**config.mk**
```make
export PLATFORM = sky130hd
export DESIGN_NAME = rcdsw_sleep_timer
export DESIGN_NICKNAME = d
export VERILOG_FILES = /design/src/core/rcdsw_pkg.sv /design/src/core/rcdsw_tick_gen.sv /design/src/core/rcdsw_sleep_timer.sv
export SDC_FILE = /design/constraint.sdc
export NUM_CORES = 1
export LEC_CHECK = 0
export BUFFER_PORTS_ARGS = -buffer_cell sky130_fd_sc_hd__buf_2
export CAP_MARGIN = 20
export CELL_PAD_IN_SITES_DETAIL_PLACEMENT = 1
export CELL_PAD_IN_SITES_GLOBAL_PLACEMENT = 1
export CORE_MARGIN = 3
export CORE_UTILIZATION = 45
export DETAILED_ROUTE_END_ITERATION = 10
export GPL_ROUTABILITY_DRIVEN = 0
export PLACE_DENSITY_LB_ADDON = 0.1
export REMOVE_ABC_BUFFERS = 1
export SKIP_CTS_REPAIR_TIMING = 1
export SYNTH_ARGS = -nofsm -noshare
export SYNTH_HDL_FRONTEND = slang
export SYNTH_SLANG_ARGS = --single-unit
export TNS_END_PERCENT = 50
```
**constraint.sdc**
```tcl
create_clock -name aclk -period 5.5 [get_ports aclk]
set_input_delay 1.375 -clock aclk [delete_from_list [all_inputs] [get_ports aclk]]
set_output_delay 1.375 -clock aclk [all_outputs]
set_load 0.01 [all_outputs]
```
**src/core/rcdsw_pkg.sv**
```systemverilog
// package of constants for the radio core deep sleep wake-up timer
package rcdsw_pkg;

	// ****************************************************************
	// register byte offsets
	// ****************************************************************
	localparam logic [7:0] OFF_WAKE_TIMING   = 8'h00;
	localparam logic [7:0] OFF_SLEEP_LENGTH  = 8'h04;
	localparam logic [7:0] OFF_SLEEP_CONTROL = 8'h08;
	localparam logic [7:0] OFF_SLEEP_ELAPSED = 8'h0C;
	localparam logic [7:0] OFF_GENERAL_CTRL  = 8'h10;
	localparam logic [7:0] OFF_LINK_STATUS   = 8'h14;
	localparam logic [7:0] OFF_EXCH_MEM_BASE = 8'h18;
	localparam logic [7:0] OFF_CLOCK_CFG     = 8'h1C;

	// ****************************************************************
	// field positions
	// ****************************************************************
	localparam int WT_LEAD_LSB    = 0;
	localparam int WT_RELEASE_LSB = 10;
	localparam int WT_EXT_LSB     = 20;
	localparam int WT_FIELD_W     = 10;
	localparam int SC_SLEEP_GO    = 0;
	localparam int SC_EXT_BLOCK   = 1;
	localparam int GC_WAKE_REQ    = 0;
	localparam int GC_CLK_GATE    = 1;
	localparam int GC_RADIO_SLEEP = 2;
	localparam int LS_PWRDN_OK    = 0;
	localparam int LS_ASLEEP      = 1;
	localparam int LS_WAKE_IRQ    = 2;
	localparam int LS_EXIT_IRQ    = 3;
	localparam int CC_LP_SEL_LSB  = 0;
	localparam int CC_FAST_8M     = 2;

	// ****************************************************************
	// reset values
	// ****************************************************************
	localparam logic [31:0] RST_WAKE_TIMING = 32'h0000_0000;
	localparam logic [31:0] RST_EXCH_BASE   = 32'h0000_0000;
	localparam logic [31:0] RST_GENERAL     = 32'h0000_0002;

	// ****************************************************************
	// low-power tick choices and slot timing
	// ****************************************************************
	localparam logic [1:0] LP_SEL_15K    = 2'h0;
	localparam logic [1:0] LP_SEL_32K0   = 2'h1;
	localparam logic [1:0] LP_SEL_32K768 = 2'h2;
	localparam int SLOT_US          = 625;
	localparam int CLK_HZ           = 20_000_000;
	// tick generator phase increments, 32-bit accumulator: inc = f * 2^32 / CLK_HZ
	localparam logic [31:0] INC_15K    = 32'(64'(15_000) * 64'h1_0000_0000 / 64'(CLK_HZ));
	localparam logic [31:0] INC_32K0   = 32'(64'(32_000) * 64'h1_0000_0000 / 64'(CLK_HZ));
	localparam logic [31:0] INC_32K768 = 32'(64'(32_768) * 64'h1_0000_0000 / 64'(CLK_HZ));
	// slot length in ticks per tick rate (625 us times frequency, whole ticks)
	localparam logic [4:0] SLOT_T_15K    = 5'(15_000 * SLOT_US / 1_000_000);
	localparam logic [4:0] SLOT_T_32K0   = 5'(32_000 * SLOT_US / 1_000_000);
	localparam logic [4:0] SLOT_T_32K768 = 5'(32_768 * SLOT_US / 1_000_000);

	// ****************************************************************
	// AXI response codes
	// ****************************************************************
	localparam logic [1:0] RESP_OKAY   = 2'h0;
	localparam logic [1:0] RESP_SLVERR = 2'h2;

endpackage : rcdsw_pkg

```
**src/core/rcdsw_tick_gen.sv**
```systemverilog
// low-power tick enable generator from the fast clock
`timescale 1ns/10ps
`default_nettype none
module rcdsw_tick_gen (
	input  wire logic       aclk,
	input  wire logic       aresetn,
	input  wire logic [1:0] lp_sel,
	output logic            tick
);

	typedef struct packed {
		logic [31:0] acc;
		logic        tick;
	} rcdsw_tg_t;

	rcdsw_tg_t st_reg;
	rcdsw_tg_t st_next;
	logic [32:0] sum;
	logic [31:0] inc;

	// ****************************************************************
	// phase accumulator
	// ****************************************************************
	always_comb begin
		case (lp_sel)
			rcdsw_pkg::LP_SEL_32K0:   inc = rcdsw_pkg::INC_32K0;
			rcdsw_pkg::LP_SEL_32K768: inc = rcdsw_pkg::INC_32K768;
			default:                  inc = rcdsw_pkg::INC_15K;
		endcase
		sum          = {1'b0, st_reg.acc} + {1'b0, inc};
		st_next.acc  = sum[31:0];
		st_next.tick = sum[32];
	end

	always_ff @(posedge aclk) begin
		if (!aresetn) begin
			st_reg <= '0;
		end else begin
			st_reg <= st_next;
		end
	end

	assign tick = st_reg.tick;

endmodule : rcdsw_tick_gen
`default_nettype wire

```
**src/core/rcdsw_sleep_timer.sv**
```systemverilog
// deep sleep timer, wake interrupt sequencing and AXI4-Lite registers
//
// Summary of operation
// RULE1: exit raises the low-power wake interrupt first, then the sleep-exit interrupt.
// RULE2: the same two-interrupt order applies to timer expiry and software wake.
// RULE3: wake interrupt rises wake-lead ticks before the sleep timer expires.
// RULE4: software keeps wake-lead above trim plus handler time, else sleep lengthens.
// RULE5: wake interrupt falls wake-release ticks before the sleep period ends.
// RULE6: on software wake, wake interrupt high time follows the external-wake pulse field; the code uses that field minus wake-release.
// RULE7: writing 1 to the software wake request raises the wake interrupt at once.
// RULE8: software programs sleep duration at least wake-lead plus one ticks.
// RULE9: software programs timing fields, then duration, then sets sleep-go.
// RULE10: in deep sleep base timing runs on the tick, keeping the 625 us slot; the code uses whole ticks, 600 us at 15 kHz, about 610 us at 32.768 kHz.
// RULE11: power-down-permitted flag rises once the switch into deep sleep completes.
// RULE12: software stops the fast clocks via the clock gate bit after the switch.
// RULE13: software may then power off the radio domain via the radio sleep bit.
// RULE14: the low-power tick is 15 kHz, 32.0 kHz or 32.768 kHz.
// RULE15: the active main clock is 16 MHz or 8 MHz; the code assumes CLK_HZ of 20 MHz and only stores the fast_8m bit.
// RULE16: exchange memory base address sits in a programmable register.
// RULE17: after expiry stay asleep until core powered, report the real sleep length.
// RULE18: while the software wake request is high, sleep entry is refused.
// RULE19: software wake requests are ignored while the external-wake block bit is set.
// RULE20: the timer counts ticks from sleep-go and compares against the duration.
`timescale 1ns/10ps
`default_nettype none
module rcdsw_sleep_timer #(
	parameter int DUR_W = 32
) (
	input  wire logic        aclk,
	input  wire logic        aresetn,
	input  wire logic [31:0] s_axi_awaddr,
	input  wire logic        s_axi_awvalid,
	output logic             s_axi_awready,
	input  wire logic [31:0] s_axi_wdata,
	input  wire logic [3:0]  s_axi_wstrb,
	input  wire logic        s_axi_wvalid,
	output logic             s_axi_wready,
	output logic [1:0]       s_axi_bresp,
	output logic             s_axi_bvalid,
	input  wire logic        s_axi_bready,
	input  wire logic [31:0] s_axi_araddr,
	input  wire logic        s_axi_arvalid,
	output logic             s_axi_arready,
	output logic [31:0]      s_axi_rdata,
	output logic [1:0]       s_axi_rresp,
	output logic             s_axi_rvalid,
	input  wire logic        s_axi_rready,
	input  wire logic        core_powered,
	output logic             lp_wake_irq,
	output logic             sleep_exit_irq,
	output logic             radio_off_permitted,
	output logic             core_clock_enable,
	output logic             radio_domain_sleep,
	output logic             slot_strobe,
	output logic [31:0]      exchange_mem_base
);

	// elaboration-time refusal of widths the field views cannot serve
	if (DUR_W < 12 || DUR_W > 32) begin : g_bad_dur_w
		$error("DUR_W must lie in 12..32");
	end

	typedef enum logic [3:0] {
		ST_ACTIVE = 4'h1,
		ST_SLEEP  = 4'h2,
		ST_HOLD   = 4'h4,
		ST_EXIT   = 4'h8
	} rcdsw_state_t;

	typedef struct packed {
		rcdsw_state_t state;
		logic [31:0]  wake_timing_reg;
		logic [DUR_W-1:0] sleep_length_reg;
		logic [DUR_W-1:0] sleep_elapsed_reg;
		logic         sleep_go;
		logic         ext_wake_block;
		logic         sw_wake_request;
		logic         clk_gate;
		logic         radio_sleep;
		logic [1:0]   lp_sel;
		logic         fast_8m;
		logic [31:0]  exch_base;
		logic [DUR_W-1:0] count;
		logic [DUR_W-1:0] ext_count;
		logic         ext_wake;
		logic         wake_irq;
		logic         exit_irq;
		logic         pwrdn_ok;
		logic [4:0]   slot_cnt;
		logic         slot;
		logic         pwr_s1;
		logic         pwr_s2;
		logic         aw_got;
		logic         w_got;
		logic [7:0]   aw_addr;
		logic [31:0]  w_data;
		logic [3:0]   w_strb;
		logic         bvalid;
		logic [1:0]   bresp;
		logic         rvalid;
		logic [31:0]  rdata;
		logic [1:0]   rresp;
	} rcdsw_st_t;

	rcdsw_st_t st_reg;
	rcdsw_st_t st_next;
	logic      tick;

	rcdsw_tick_gen u_tick (
		.aclk    (aclk),
		.aresetn (aresetn),
		.lp_sel  (st_reg.lp_sel),
		.tick    (tick)
	);

	// field views
	logic [DUR_W-1:0] lead_cnt;
	logic [DUR_W-1:0] release_cnt;
	logic [DUR_W-1:0] ext_len;
	logic [DUR_W-1:0] remain;
	logic [4:0]       slot_len;
	logic [31:0]      wr_merged;
	logic [31:0]      rd_word;
	logic             rd_ok;
	logic             wr_ok;

	assign lead_cnt    = DUR_W'(st_reg.wake_timing_reg[rcdsw_pkg::WT_LEAD_LSB +: 10]);
	assign release_cnt = DUR_W'(st_reg.wake_timing_reg[rcdsw_pkg::WT_RELEASE_LSB +: 10]);
	assign ext_len     = DUR_W'(st_reg.wake_timing_reg[rcdsw_pkg::WT_EXT_LSB +: 10]);
	assign remain      = st_reg.sleep_length_reg - st_reg.count;

	always_comb begin
		case (st_reg.lp_sel)
			rcdsw_pkg::LP_SEL_32K0:   slot_len = rcdsw_pkg::SLOT_T_32K0;
			rcdsw_pkg::LP_SEL_32K768: slot_len = rcdsw_pkg::SLOT_T_32K768;
			default:                  slot_len = rcdsw_pkg::SLOT_T_15K;
		endcase
	end

	// ****************************************************************
	// register read mux
	// ****************************************************************
	always_comb begin
		rd_ok   = 1'b1;
		rd_word = 32'h0000_0000;
		case (s_axi_araddr[7:0])
			rcdsw_pkg::OFF_WAKE_TIMING:   rd_word = st_reg.wake_timing_reg;
			rcdsw_pkg::OFF_SLEEP_LENGTH:  rd_word = 32'(st_reg.sleep_length_reg);
			rcdsw_pkg::OFF_SLEEP_CONTROL: begin
				rd_word[rcdsw_pkg::SC_SLEEP_GO]  = st_reg.sleep_go;
				rd_word[rcdsw_pkg::SC_EXT_BLOCK] = st_reg.ext_wake_block;
			end
			rcdsw_pkg::OFF_SLEEP_ELAPSED: rd_word = 32'(st_reg.sleep_elapsed_reg); // [RULE17]
			rcdsw_pkg::OFF_GENERAL_CTRL:  begin
				rd_word[rcdsw_pkg::GC_WAKE_REQ]    = st_reg.sw_wake_request;
				rd_word[rcdsw_pkg::GC_CLK_GATE]    = st_reg.clk_gate;
				rd_word[rcdsw_pkg::GC_RADIO_SLEEP] = st_reg.radio_sleep;
			end
			rcdsw_pkg::OFF_LINK_STATUS:   begin
				rd_word[rcdsw_pkg::LS_PWRDN_OK] = st_reg.pwrdn_ok; // [RULE11]
				rd_word[rcdsw_pkg::LS_ASLEEP]   = (st_reg.state != ST_ACTIVE);
				rd_word[rcdsw_pkg::LS_WAKE_IRQ] = st_reg.wake_irq;
				rd_word[rcdsw_pkg::LS_EXIT_IRQ] = st_reg.exit_irq;
			end
			rcdsw_pkg::OFF_EXCH_MEM_BASE: rd_word = st_reg.exch_base; // [RULE16]
			rcdsw_pkg::OFF_CLOCK_CFG:     begin
				rd_word[rcdsw_pkg::CC_LP_SEL_LSB +: 2] = st_reg.lp_sel;
				rd_word[rcdsw_pkg::CC_FAST_8M]         = st_reg.fast_8m;
			end
			default: rd_ok = 1'b0;
		endcase
	end

	always_comb begin
		for (int i = 0; i < 4; i++) begin
			wr_merged[i*8 +: 8] = st_reg.w_strb[i] ? st_reg.w_data[i*8 +: 8] : 8'h00;
		end
	end

	// ****************************************************************
	// next state
	// ****************************************************************
	always_comb begin
		logic do_write;
		logic wake_set;
		do_write = 1'b0;
		wake_set = 1'b0;
		wr_ok    = 1'b1;
		st_next  = st_reg;

		st_next.pwr_s1 = core_powered;
		st_next.pwr_s2 = st_reg.pwr_s1;
		st_next.exit_irq = 1'b0;
		st_next.slot     = 1'b0;

		// write channel capture, either order
		if (s_axi_awvalid && !st_reg.aw_got) begin
			st_next.aw_got  = 1'b1;
			st_next.aw_addr = s_axi_awaddr[7:0];
		end
		if (s_axi_wvalid && !st_reg.w_got) begin
			st_next.w_got  = 1'b1;
			st_next.w_data = s_axi_wdata;
			st_next.w_strb = s_axi_wstrb;
		end
		if (st_reg.aw_got && st_reg.w_got && !st_reg.bvalid) begin
			do_write        = 1'b1;
			st_next.aw_got  = 1'b0;
			st_next.w_got   = 1'b0;
			st_next.bvalid  = 1'b1;
		end
		if (st_reg.bvalid && s_axi_bready) begin
			st_next.bvalid = 1'b0;
		end

		if (do_write) begin
			case (st_reg.aw_addr)
				rcdsw_pkg::OFF_WAKE_TIMING:   st_next.wake_timing_reg = wr_merged;
				rcdsw_pkg::OFF_SLEEP_LENGTH:  st_next.sleep_length_reg = DUR_W'(wr_merged);
				rcdsw_pkg::OFF_SLEEP_CONTROL: begin
					st_next.ext_wake_block = wr_merged[rcdsw_pkg::SC_EXT_BLOCK];
					// entry refused while a wake request is pending
					if (wr_merged[rcdsw_pkg::SC_SLEEP_GO] && st_reg.state == ST_ACTIVE
						&& !st_reg.sw_wake_request) begin // [RULE18]
						st_next.sleep_go = 1'b1;
						st_next.state    = ST_SLEEP;
						st_next.count    = '0; // [RULE20]
						st_next.slot_cnt = '0;
					end
				end
				rcdsw_pkg::OFF_GENERAL_CTRL:  begin
					st_next.sw_wake_request = wr_merged[rcdsw_pkg::GC_WAKE_REQ];
					st_next.clk_gate        = wr_merged[rcdsw_pkg::GC_CLK_GATE];
					st_next.radio_sleep     = wr_merged[rcdsw_pkg::GC_RADIO_SLEEP];
					wake_set = wr_merged[rcdsw_pkg::GC_WAKE_REQ] && !st_reg.ext_wake_block; // [RULE19]
				end
				rcdsw_pkg::OFF_EXCH_MEM_BASE: st_next.exch_base = wr_merged; // [RULE16]
				rcdsw_pkg::OFF_CLOCK_CFG:     begin
					st_next.lp_sel  = wr_merged[rcdsw_pkg::CC_LP_SEL_LSB +: 2];
					st_next.fast_8m = wr_merged[rcdsw_pkg::CC_FAST_8M]; // [RULE15]
					// only three tick rates exist
					if (st_next.lp_sel == 2'h3) st_next.lp_sel = rcdsw_pkg::LP_SEL_32K768; // [RULE14]
				end
				rcdsw_pkg::OFF_SLEEP_ELAPSED,
				rcdsw_pkg::OFF_LINK_STATUS:   ;
				default: wr_ok = 1'b0;
			endcase
			st_next.bresp = wr_ok ? rcdsw_pkg::RESP_OKAY : rcdsw_pkg::RESP_SLVERR;
		end

		// read channel
		if (s_axi_arvalid && !st_reg.rvalid) begin
			st_next.rvalid = 1'b1;
			st_next.rdata  = rd_word;
			st_next.rresp  = rd_ok ? rcdsw_pkg::RESP_OKAY : rcdsw_pkg::RESP_SLVERR;
		end else if (st_reg.rvalid && s_axi_rready) begin
			st_next.rvalid = 1'b0;
		end

		case (st_reg.state)
			ST_ACTIVE: begin
				st_next.pwrdn_ok = 1'b0;
			end
			ST_SLEEP, ST_HOLD: begin
				// switch to tick timing completed: permit power down
				st_next.pwrdn_ok = 1'b1; // [RULE11]
				if (tick) begin
					// slot reference on the tick, 625 us rounded down to whole ticks
					if (st_reg.slot_cnt + 5'h01 >= slot_len) begin // [RULE10]
						st_next.slot_cnt = '0;
						st_next.slot     = 1'b1;
					end else begin
						st_next.slot_cnt = st_reg.slot_cnt + 5'h01;
					end
					st_next.sleep_elapsed_reg = st_reg.count + 1'b1; // [RULE17]
					if (st_reg.ext_wake) begin
						// high time of the forced pulse set by the external-wake field minus the wake-release field
						st_next.ext_count = st_reg.ext_count + 1'b1;
						if (st_reg.ext_count + 1'b1 >= ext_len - release_cnt) begin // [RULE6]
							st_next.wake_irq = 1'b0;
						end
					end
					if (!st_reg.ext_wake && st_reg.state == ST_SLEEP) begin
						st_next.count = st_reg.count + 1'b1; // [RULE20]
						if (remain - 1'b1 == lead_cnt) st_next.wake_irq = 1'b1; // [RULE3]
						if (remain - 1'b1 == release_cnt) st_next.wake_irq = 1'b0; // [RULE5]
						if (remain <= DUR_W'(1)) st_next.state = ST_HOLD;
					end else if (st_reg.state == ST_HOLD) begin
						st_next.count = st_reg.count + 1'b1;
					end
				end
				// exit only after the wake irq pulse has ended and the core is up
				if ((st_reg.state == ST_HOLD || (st_reg.ext_wake && !st_reg.wake_irq))
					&& !st_reg.wake_irq && st_reg.pwr_s2 && st_reg.clk_gate) begin // [RULE1]
					st_next.state = ST_EXIT; // [RULE2]
				end
			end
			ST_EXIT: begin
				st_next.exit_irq = 1'b1; // [RULE1]
				st_next.sleep_go = 1'b0;
				st_next.ext_wake = 1'b0;
				st_next.pwrdn_ok = 1'b0;
				st_next.state    = ST_ACTIVE;
			end
			default: st_next.state = ST_ACTIVE;
		endcase

		// software wake while asleep: timer stops, wake irq rises at once
		// placed last so the set wins over a timer release in the same tick
		if (wake_set && (st_reg.state == ST_SLEEP || st_reg.state == ST_HOLD)
			&& !st_reg.ext_wake && st_next.state != ST_EXIT) begin
			st_next.ext_wake  = 1'b1;
			st_next.wake_irq  = 1'b1; // [RULE7]
			st_next.ext_count = '0;
		end
	end

	always_ff @(posedge aclk) begin
		if (!aresetn) begin
			st_reg                 <= '0;
			st_reg.state           <= ST_ACTIVE;
			st_reg.wake_timing_reg <= rcdsw_pkg::RST_WAKE_TIMING;
			st_reg.exch_base       <= rcdsw_pkg::RST_EXCH_BASE;
			st_reg.clk_gate        <= rcdsw_pkg::RST_GENERAL[rcdsw_pkg::GC_CLK_GATE];
		end else begin
			st_reg <= st_next;
		end
	end

	// ****************************************************************
	// outputs
	// ****************************************************************
	assign s_axi_awready       = !st_reg.aw_got;
	assign s_axi_wready        = !st_reg.w_got;
	assign s_axi_bvalid        = st_reg.bvalid;
	assign s_axi_bresp         = st_reg.bresp;
	assign s_axi_arready       = !st_reg.rvalid;
	assign s_axi_rvalid        = st_reg.rvalid;
	assign s_axi_rdata         = st_reg.rdata;
	assign s_axi_rresp         = st_reg.rresp;
	assign lp_wake_irq         = st_reg.wake_irq;
	assign sleep_exit_irq      = st_reg.exit_irq;
	assign radio_off_permitted = st_reg.pwrdn_ok;
	assign core_clock_enable   = st_reg.clk_gate;
	assign radio_domain_sleep  = st_reg.radio_sleep;
	assign slot_strobe         = st_reg.slot;
	assign exchange_mem_base   = st_reg.exch_base;

endmodule : rcdsw_sleep_timer
`default_nettype wire

```
==> flow_summary_export.csv, run 1 <==
group,metric,value,unit
placement,pre_cts_slack,0.0865,ns
cells_and_area,layout.cells.non_filler,3046,
clock_network,clock_tree.root_cell,"clkbuf_16",
global_routing,grt_pass1_wl,97.5,mm
logic_synthesis,synth_cells,2479,
placement,dp_hpwl,44.2,mm
sta,clock_skew,0.0265,ns
worst_setup_path,slowest_delay,0.44,ns
outcome,outcome,"finished, final reports clean",
worst_setup_path,crit_path_top_delay_cell,"dfxtp_1",
worst_setup_path,critPathMaxFanout,7,
sta,fin_crit,5.00,ns
worst_setup_path,path_buf_inv,2,
global_routing,grt_pass1_vias,18207,
drt,drtIter0Drc,1119,
logic_synthesis,synth_warnings,0,
floorplanning,die-area,0.0451,mm²
drt,dr_total_vias,17687,
logic_synthesis,async_flop_share,0,
min_path,hold_depth,1,
global_routing,antenna_found_initial,2,
drt,totalWireLength,60.8,mm
logic_synthesis,seq_area_frac_synth,0.345,
logic_synthesis,synth_area_leaders,"dfxtp_1 (35%), a21oi_1 (7.9%), ha_1 (6.5%)",
drt,via_per_inst,5.81,
worst_setup_path,reg2regPathDepth,26,
logic_synthesis,avgSynthCellArea,7.74,µm²
floorplanning,die_w,212,µm
power,powerDensity,260,mW/mm²
clock_network,clk_pin_slew,0.06,ns
worst_setup_path,critPathRequiredTime,6.00,ns
cells_and_area,final_util,0.501,
worst_setup_path,worstPathArrival,5.50,ns
clock_network,clk_latency,0.57,ns
global_routing,track_usage,0.268,
cells_and_area,drive_gt1_frac,0.102,
worst_setup_path,crit_type,"flip-flop to flip-flop",
min_path,hold_path_class,"flip-flop to flip-flop",
logic_synthesis,ys_ff_latch,331,
drt,drc,0,
logic_synthesis,synth_top_area_share,0.345,
floorplanning,chipHeight,212,µm
sta,setup_tns,0,ns
worst_setup_path,cpMostUsedCell,"o21ai_0",
power,ir_worst_vdd,222,µV
cells_and_area,largest_reg_flops,193,
job,drv_cap,0,
clock_network,cts-buffers-inserted,39,
logic_synthesis,synth_edf_count,0,
logic_synthesis,synth_top_cells_by_count,"dfxtp_1 (331), nor2_1 (319), a21oi_1 (302)",
logic_synthesis,yosysUniqueCellTypes,78,
sta,timing.final.crit_share,0.909,
placement,dp.cells,2976,
worst_setup_path,endpoint_kind,"flip-flop",
global_routing,grt_max_degree,177,
sta,max_freq,200,MHz
sta,worst_pin_slew,1.10,ns
sta,worst_slack,0.502,ns
clock_network,cts_tree,"built",
cells_and_area,syn_to_final_growth,9.74,%
clock_network,clockBufferDepth,3,
sta,maxSlewViolCount,0,
logic_synthesis,synth_ff_type,"dfxtp_1",
logic_synthesis,yosys.cell_count.top_type,"dfxtp_1",
cells_and_area,final_nets,2690,
global_routing,overflow,0,
power,p_leak,0.00847,µW
sta,setup_viol,0,
worst_setup_path,crit_cells,26,
placement,io_buffers,136,
floorplanning,coreArea,0.0420,mm²
sta,hold_viol,0,
sta,max-slew-margin-rel,0.266,
floorplanning,initial_core_util,0.456,
clock_network,htreeDepth,2,
drt,drtAntennaViolNets,0,
floorplanning,io_pins,187,
sta,rsz0062_at_grt,"no",
floorplanning,rows,75,
logic_synthesis,synth_area,0.0192,mm²
worst_setup_path,cp-start-kind,"flip-flop",
clock_network,clock_sinks,331,
worst_setup_path,critPathTopFamily,"compound AO/OA/AOI/OAI gates",
drt,wire_per_inst,20.0,µm
logic_synthesis,synth_area_leader_cell,"dfxtp_1",
drt,drt_pass1_iterations,5,
==> worst reg2reg max path: stages, from the launching register on <==
cell and delay, ns:
dfxtp_1 0.44, ha_1 0.18, inv_1 0.06, fa_1 0.41
nand2_1 0.09, nand2_1 0.06, a21oi_2 0.25, o21ai_0 0.15
a21oi_1 0.24, o21bai_1 0.11, a21oi_1 0.23, nor2b_1 0.07
o21ai_0 0.20, nand2b_2 0.18, buf_4 0.21, ha_1 0.29
nor2b_1 0.13, o21ai_0 0.14, nand2b_1 0.08, a21oi_1 0.17
nor2b_1 0.06, o21ai_0 0.17, nand2b_1 0.08, a2111oi_0 0.38
o21ai_0 0.25, o211ai_1 0.15, o31a_1 0.15
==> metal layers <==
| layer | up-vias | GRT usage | part of all wire |
|---|---|---|---|
| li1 | 8585 | - | - |
| met1 | 8699 | 0.363 | 0.47 |
| met2 | 320 | 0.448 | 0.46 |
| met3 | 81 | 0.0344 | 0.042 |
| met4 | 2 | 0.0766 | 0.025 |
| met5 | - | 0 | 0.00015 |
==> cell families after synthesis <==
| family | synth area share |
|---|---|
| AOI/OAI and AO/OA | 0.199 |
| xor gates and xnor gates | 0.0758 |
| adders and majority gates | 0.0683 |
| buffers and inverters | 0.0713 |
| DFF | 0.345 |
| muxes | 0.0248 |
| other | 0.000195 |
| and+or+nand+nor | 0.215 |
==> final timing paths <==
kind                   from  slack [ns]          end
min             st_next[84]        0.44   st_reg[84]
max          release_cnt[0]        0.50  lp_wake_irq
min reg2reg     st_next[84]        0.44   st_reg[84]
max reg2reg  release_cnt[0]        0.50  lp_wake_irq
==> report_power, final <==
part	internal (µW)	switching (µW)
Sequential	2460	53.9
Combinational	147	240
Clock	1510	1060
Total	4120	1350
==> stage by stage <==
step	total power (µW)	area [µm²]	hold slack (ns)
floorplan	2800	18100	0.412
global placement	2930	19700	0.428
detailed placement	2950	19800	0.437
CTS	5530	21000	0.447
global route	5680	21100	0.475
finish	5470	21100	0.443
==> cell usage in the layout, fill, tap and decap left out, drive strengths merged, types with 21 or more instances in the layout <==
cell	Yosys	final
a211oi	21	21
a21o	41	41
a21oi	302	302
a221oi	28	28
a311oi	26	26
and3	32	32
buf	80	165
clkbuf	127	61
dfxtp	331	331
ha	100	100
inv	85	86
mux2i	43	43
nand2	280	280
nand3	108	108
nand4	29	29
nor2	319	319
nor3	37	37
o21ai	94	94
or3	22	22
xnor2	99	99
xor2	67	67
==> final cells by class <==
class,count,area (µm²)
clock buffer,61,1170
multi-input combinational,1856,11200
inverter,86,330
timing repair buffer,165,918
sequential,331,6630
antenna,1,2.50
tap,539,674
clock inverter,7,103
fill,5190,21000
(Power assumes the default switching activity.)
==> run 2: changes to the inputs <==
Settings changed: PLACE_DENSITY_LB_ADDON 0.1 to 0.25.
==> run 2 against run 1 <==
- sequential power barely moved
- total power rose by 1.3%
- via count rose by 0.87%
- critical path depth did not move
- cell count barely moved
- sequential share of layout area barely moved
- clock power rose by 3%
- routed wire length fell by 0.48%
- clock skew rose by 0.0048 ns
- clock-buffer cell count fell by 3
- combinational power barely moved
- design area rose by 0.14%
==> flow_summary_export.csv, run 2 (synthesized netlist as in run 1, its figures left out) <==
group,metric,value,unit
floorplanning,chipHeight,212,µm
floorplanning,coreArea,0.0420,mm²
global_routing,grt_pass1_wl,97.4,mm
worst_setup_path,critPathRequiredTime,6.00,ns
drt,totalWireLength,60.5,mm
drt,wire_per_inst,19.9,µm
power,powerDensity,263,mW/mm²
sta,maxSlewViolCount,0,
worst_setup_path,crit_cells,26,
clock_network,clock_sinks,331,
floorplanning,die-area,0.0451,mm²
sta,max_freq,200,MHz
worst_setup_path,crit_type,"flip-flop to flip-flop",
sta,clock_skew,0.0313,ns
clock_network,cts-buffers-inserted,39,
worst_setup_path,crit_path_top_delay_cell,"dfxtp_1",
clock_network,cts_tree,"built",
drt,drc,0,
global_routing,grt_pass1_vias,18618,
power,power_frac_comb,0.070,
cells_and_area,mostFrequentLayoutCells,"dfxtp_1 (331), nor2_1 (319), a21oi_1 (301)",
worst_setup_path,worstPathArrival,5.49,ns
power,switchingPower,1350,µW
drt,drtIter0Drc,1058,
clock_network,htreeDepth,2,
drt,via_per_inst,5.86,
placement,dp.cells,2971,
clock_network,clock_tree.root_cell,"clkbuf_16",
power,p_leak,0.00849,µW
floorplanning,io_pins,187,
clock_network,clk_latency,0.56,ns
worst_setup_path,endpoint,"lp_wake_irq",
worst_setup_path,endpoint_kind,"flip-flop",
sta,hold_viol,0,
power,ir_worst_vdd,231,µV
cells_and_area,drive_gt1_frac,0.103,
worst_setup_path,reg2reg_from,"release_cnt[0]",
sta,timing.final.crit_share,0.907,
worst_setup_path,slowest_delay,0.43,ns
drt,drtAntennaViolNets,0,
clock_network,clk_pin_slew,0.06,ns
cells_and_area,final_nets,2685,
placement,io_buffers,136,
sta,max-slew-margin-rel,0.244,
placement,dp_hpwl,43.7,mm
sta,holdWs,0.455,ns
worst_setup_path,critPathMaxFanout,12,
floorplanning,initial_core_util,0.456,
min_path,hold_path_class,"flip-flop to flip-flop",
drt,drt_pass1_iterations,5,
power,p_int,4190,µW
worst_setup_path,cp-start-kind,"flip-flop",
cells_and_area,antennaDiodeCount,0,
worst_setup_path,ff2ff_setup_slack,0.51,ns
global_routing,grt_max_degree,170,
sta,rsz0062_at_grt,"no",
sta,fin_crit,4.99,ns
drt,dr_total_vias,17841,
floorplanning,die_w,212,µm
floorplanning,rows,75,
clock_network,clockBufferDepth,3,
cells_and_area,syn_to_final_growth,9.90,%
worst_setup_path,path_buf_inv,2,
worst_setup_path,timing.rr.end,"lp_wake_irq",
sta,setup_viol,0,
cells_and_area,final_util,0.502,
worst_setup_path,cpMostUsedCell,"o21ai_0",
worst_setup_path,critPathTopFamily,"compound AO/OA/AOI/OAI gates",
global_routing,overflow,0,
job,drv_cap,0,
cells_and_area,final_common_cell,"dfxtp_1",
cells_and_area,layout.cells.non_filler,3043,
sta,worst_pin_slew,1.13,ns
power,swShare,0.244,
power,p_total,5540,µW
outcome,outcome,"finished, final reports clean",
global_routing,track_usage,0.265,
power,pwr-share-seq,0.454,
power,power_frac_clock,0.477,
sta,setup_tns,0,ns
cells_and_area,n_fill_cell,5237,
worst_setup_path,reg2regPathDepth,26,
worst_setup_path,crit_start,"release_cnt[0]",
cells_and_area,largest_reg_flops,193,
global_routing,antenna_found_initial,2,
-- run 2: changes by cell type in the layout (fill, tap and decap cells not counted), sizes merged --
cell	delta
clkinv	+5
diode	-1
clkbuf	-3
buf	-5
bufinv	+1
-- run 2: worst min-delay path by stage --
stage                      startpoint          end  slack [ns]  depth (start not counted)
finish              u_tick.st_reg[32]  u_tick.tick        0.46                          2
global route        u_tick.st_reg[32]  u_tick.tick        0.49                          2
CTS                 u_tick.st_reg[32]  u_tick.tick        0.45                          2
detailed placement        st_next[84]   st_reg[84]        0.45                          1
global placement    u_tick.st_reg[32]  u_tick.tick        0.44                          2
floorplan                 st_next[84]   st_reg[84]        0.41                          1
-- run 2: worst min-delay path: stages (launching register included) --
cell	delay, ns
dfxtp_1	0.32
nand2_1	0.06
nor4_1	0.04
-- run 2: area by class of cell --
type	instances	area [µm²]	share of cell area
well taps	539	674	0.0320
clock inverters	13	133	0.00629
flip-flops and latches	331	6630	0.314
inverters	86	330	0.0157
repair buffers	160	901	0.0427
clock buffers	58	1180	0.0560
multi-input cells	1856	11200	0.533
-- run 2: power by group through the flow --
stage	Combinational, µW	Sequential (µW)	Clock, µW
global placement	363	2560	0
CTS	389	2510	2700
detailed placement	385	2560	0
finish	385	2510	2640
global route	438	2520	2800
floorplan	253	2550	0
-- run 2: through the flow --
step	cell area, µm²	worst slack [ns]
final	21100	0.512
after floorplan	18100	0.619
after detailed placement	19700	0.353
after CTS	21100	0.292
after global placement	19700	0.519
after global routing	21100	0.0271
-- run 2: routing by layer --
metal	vias to the layer above	routed length, µm	GRT usage
li1	8579	-	-
met1	8811	27100	0.342
met2	360	29400	0.459
met3	89	2580	0.0376
met4	2	1470	0.0805
met5	-	8	0
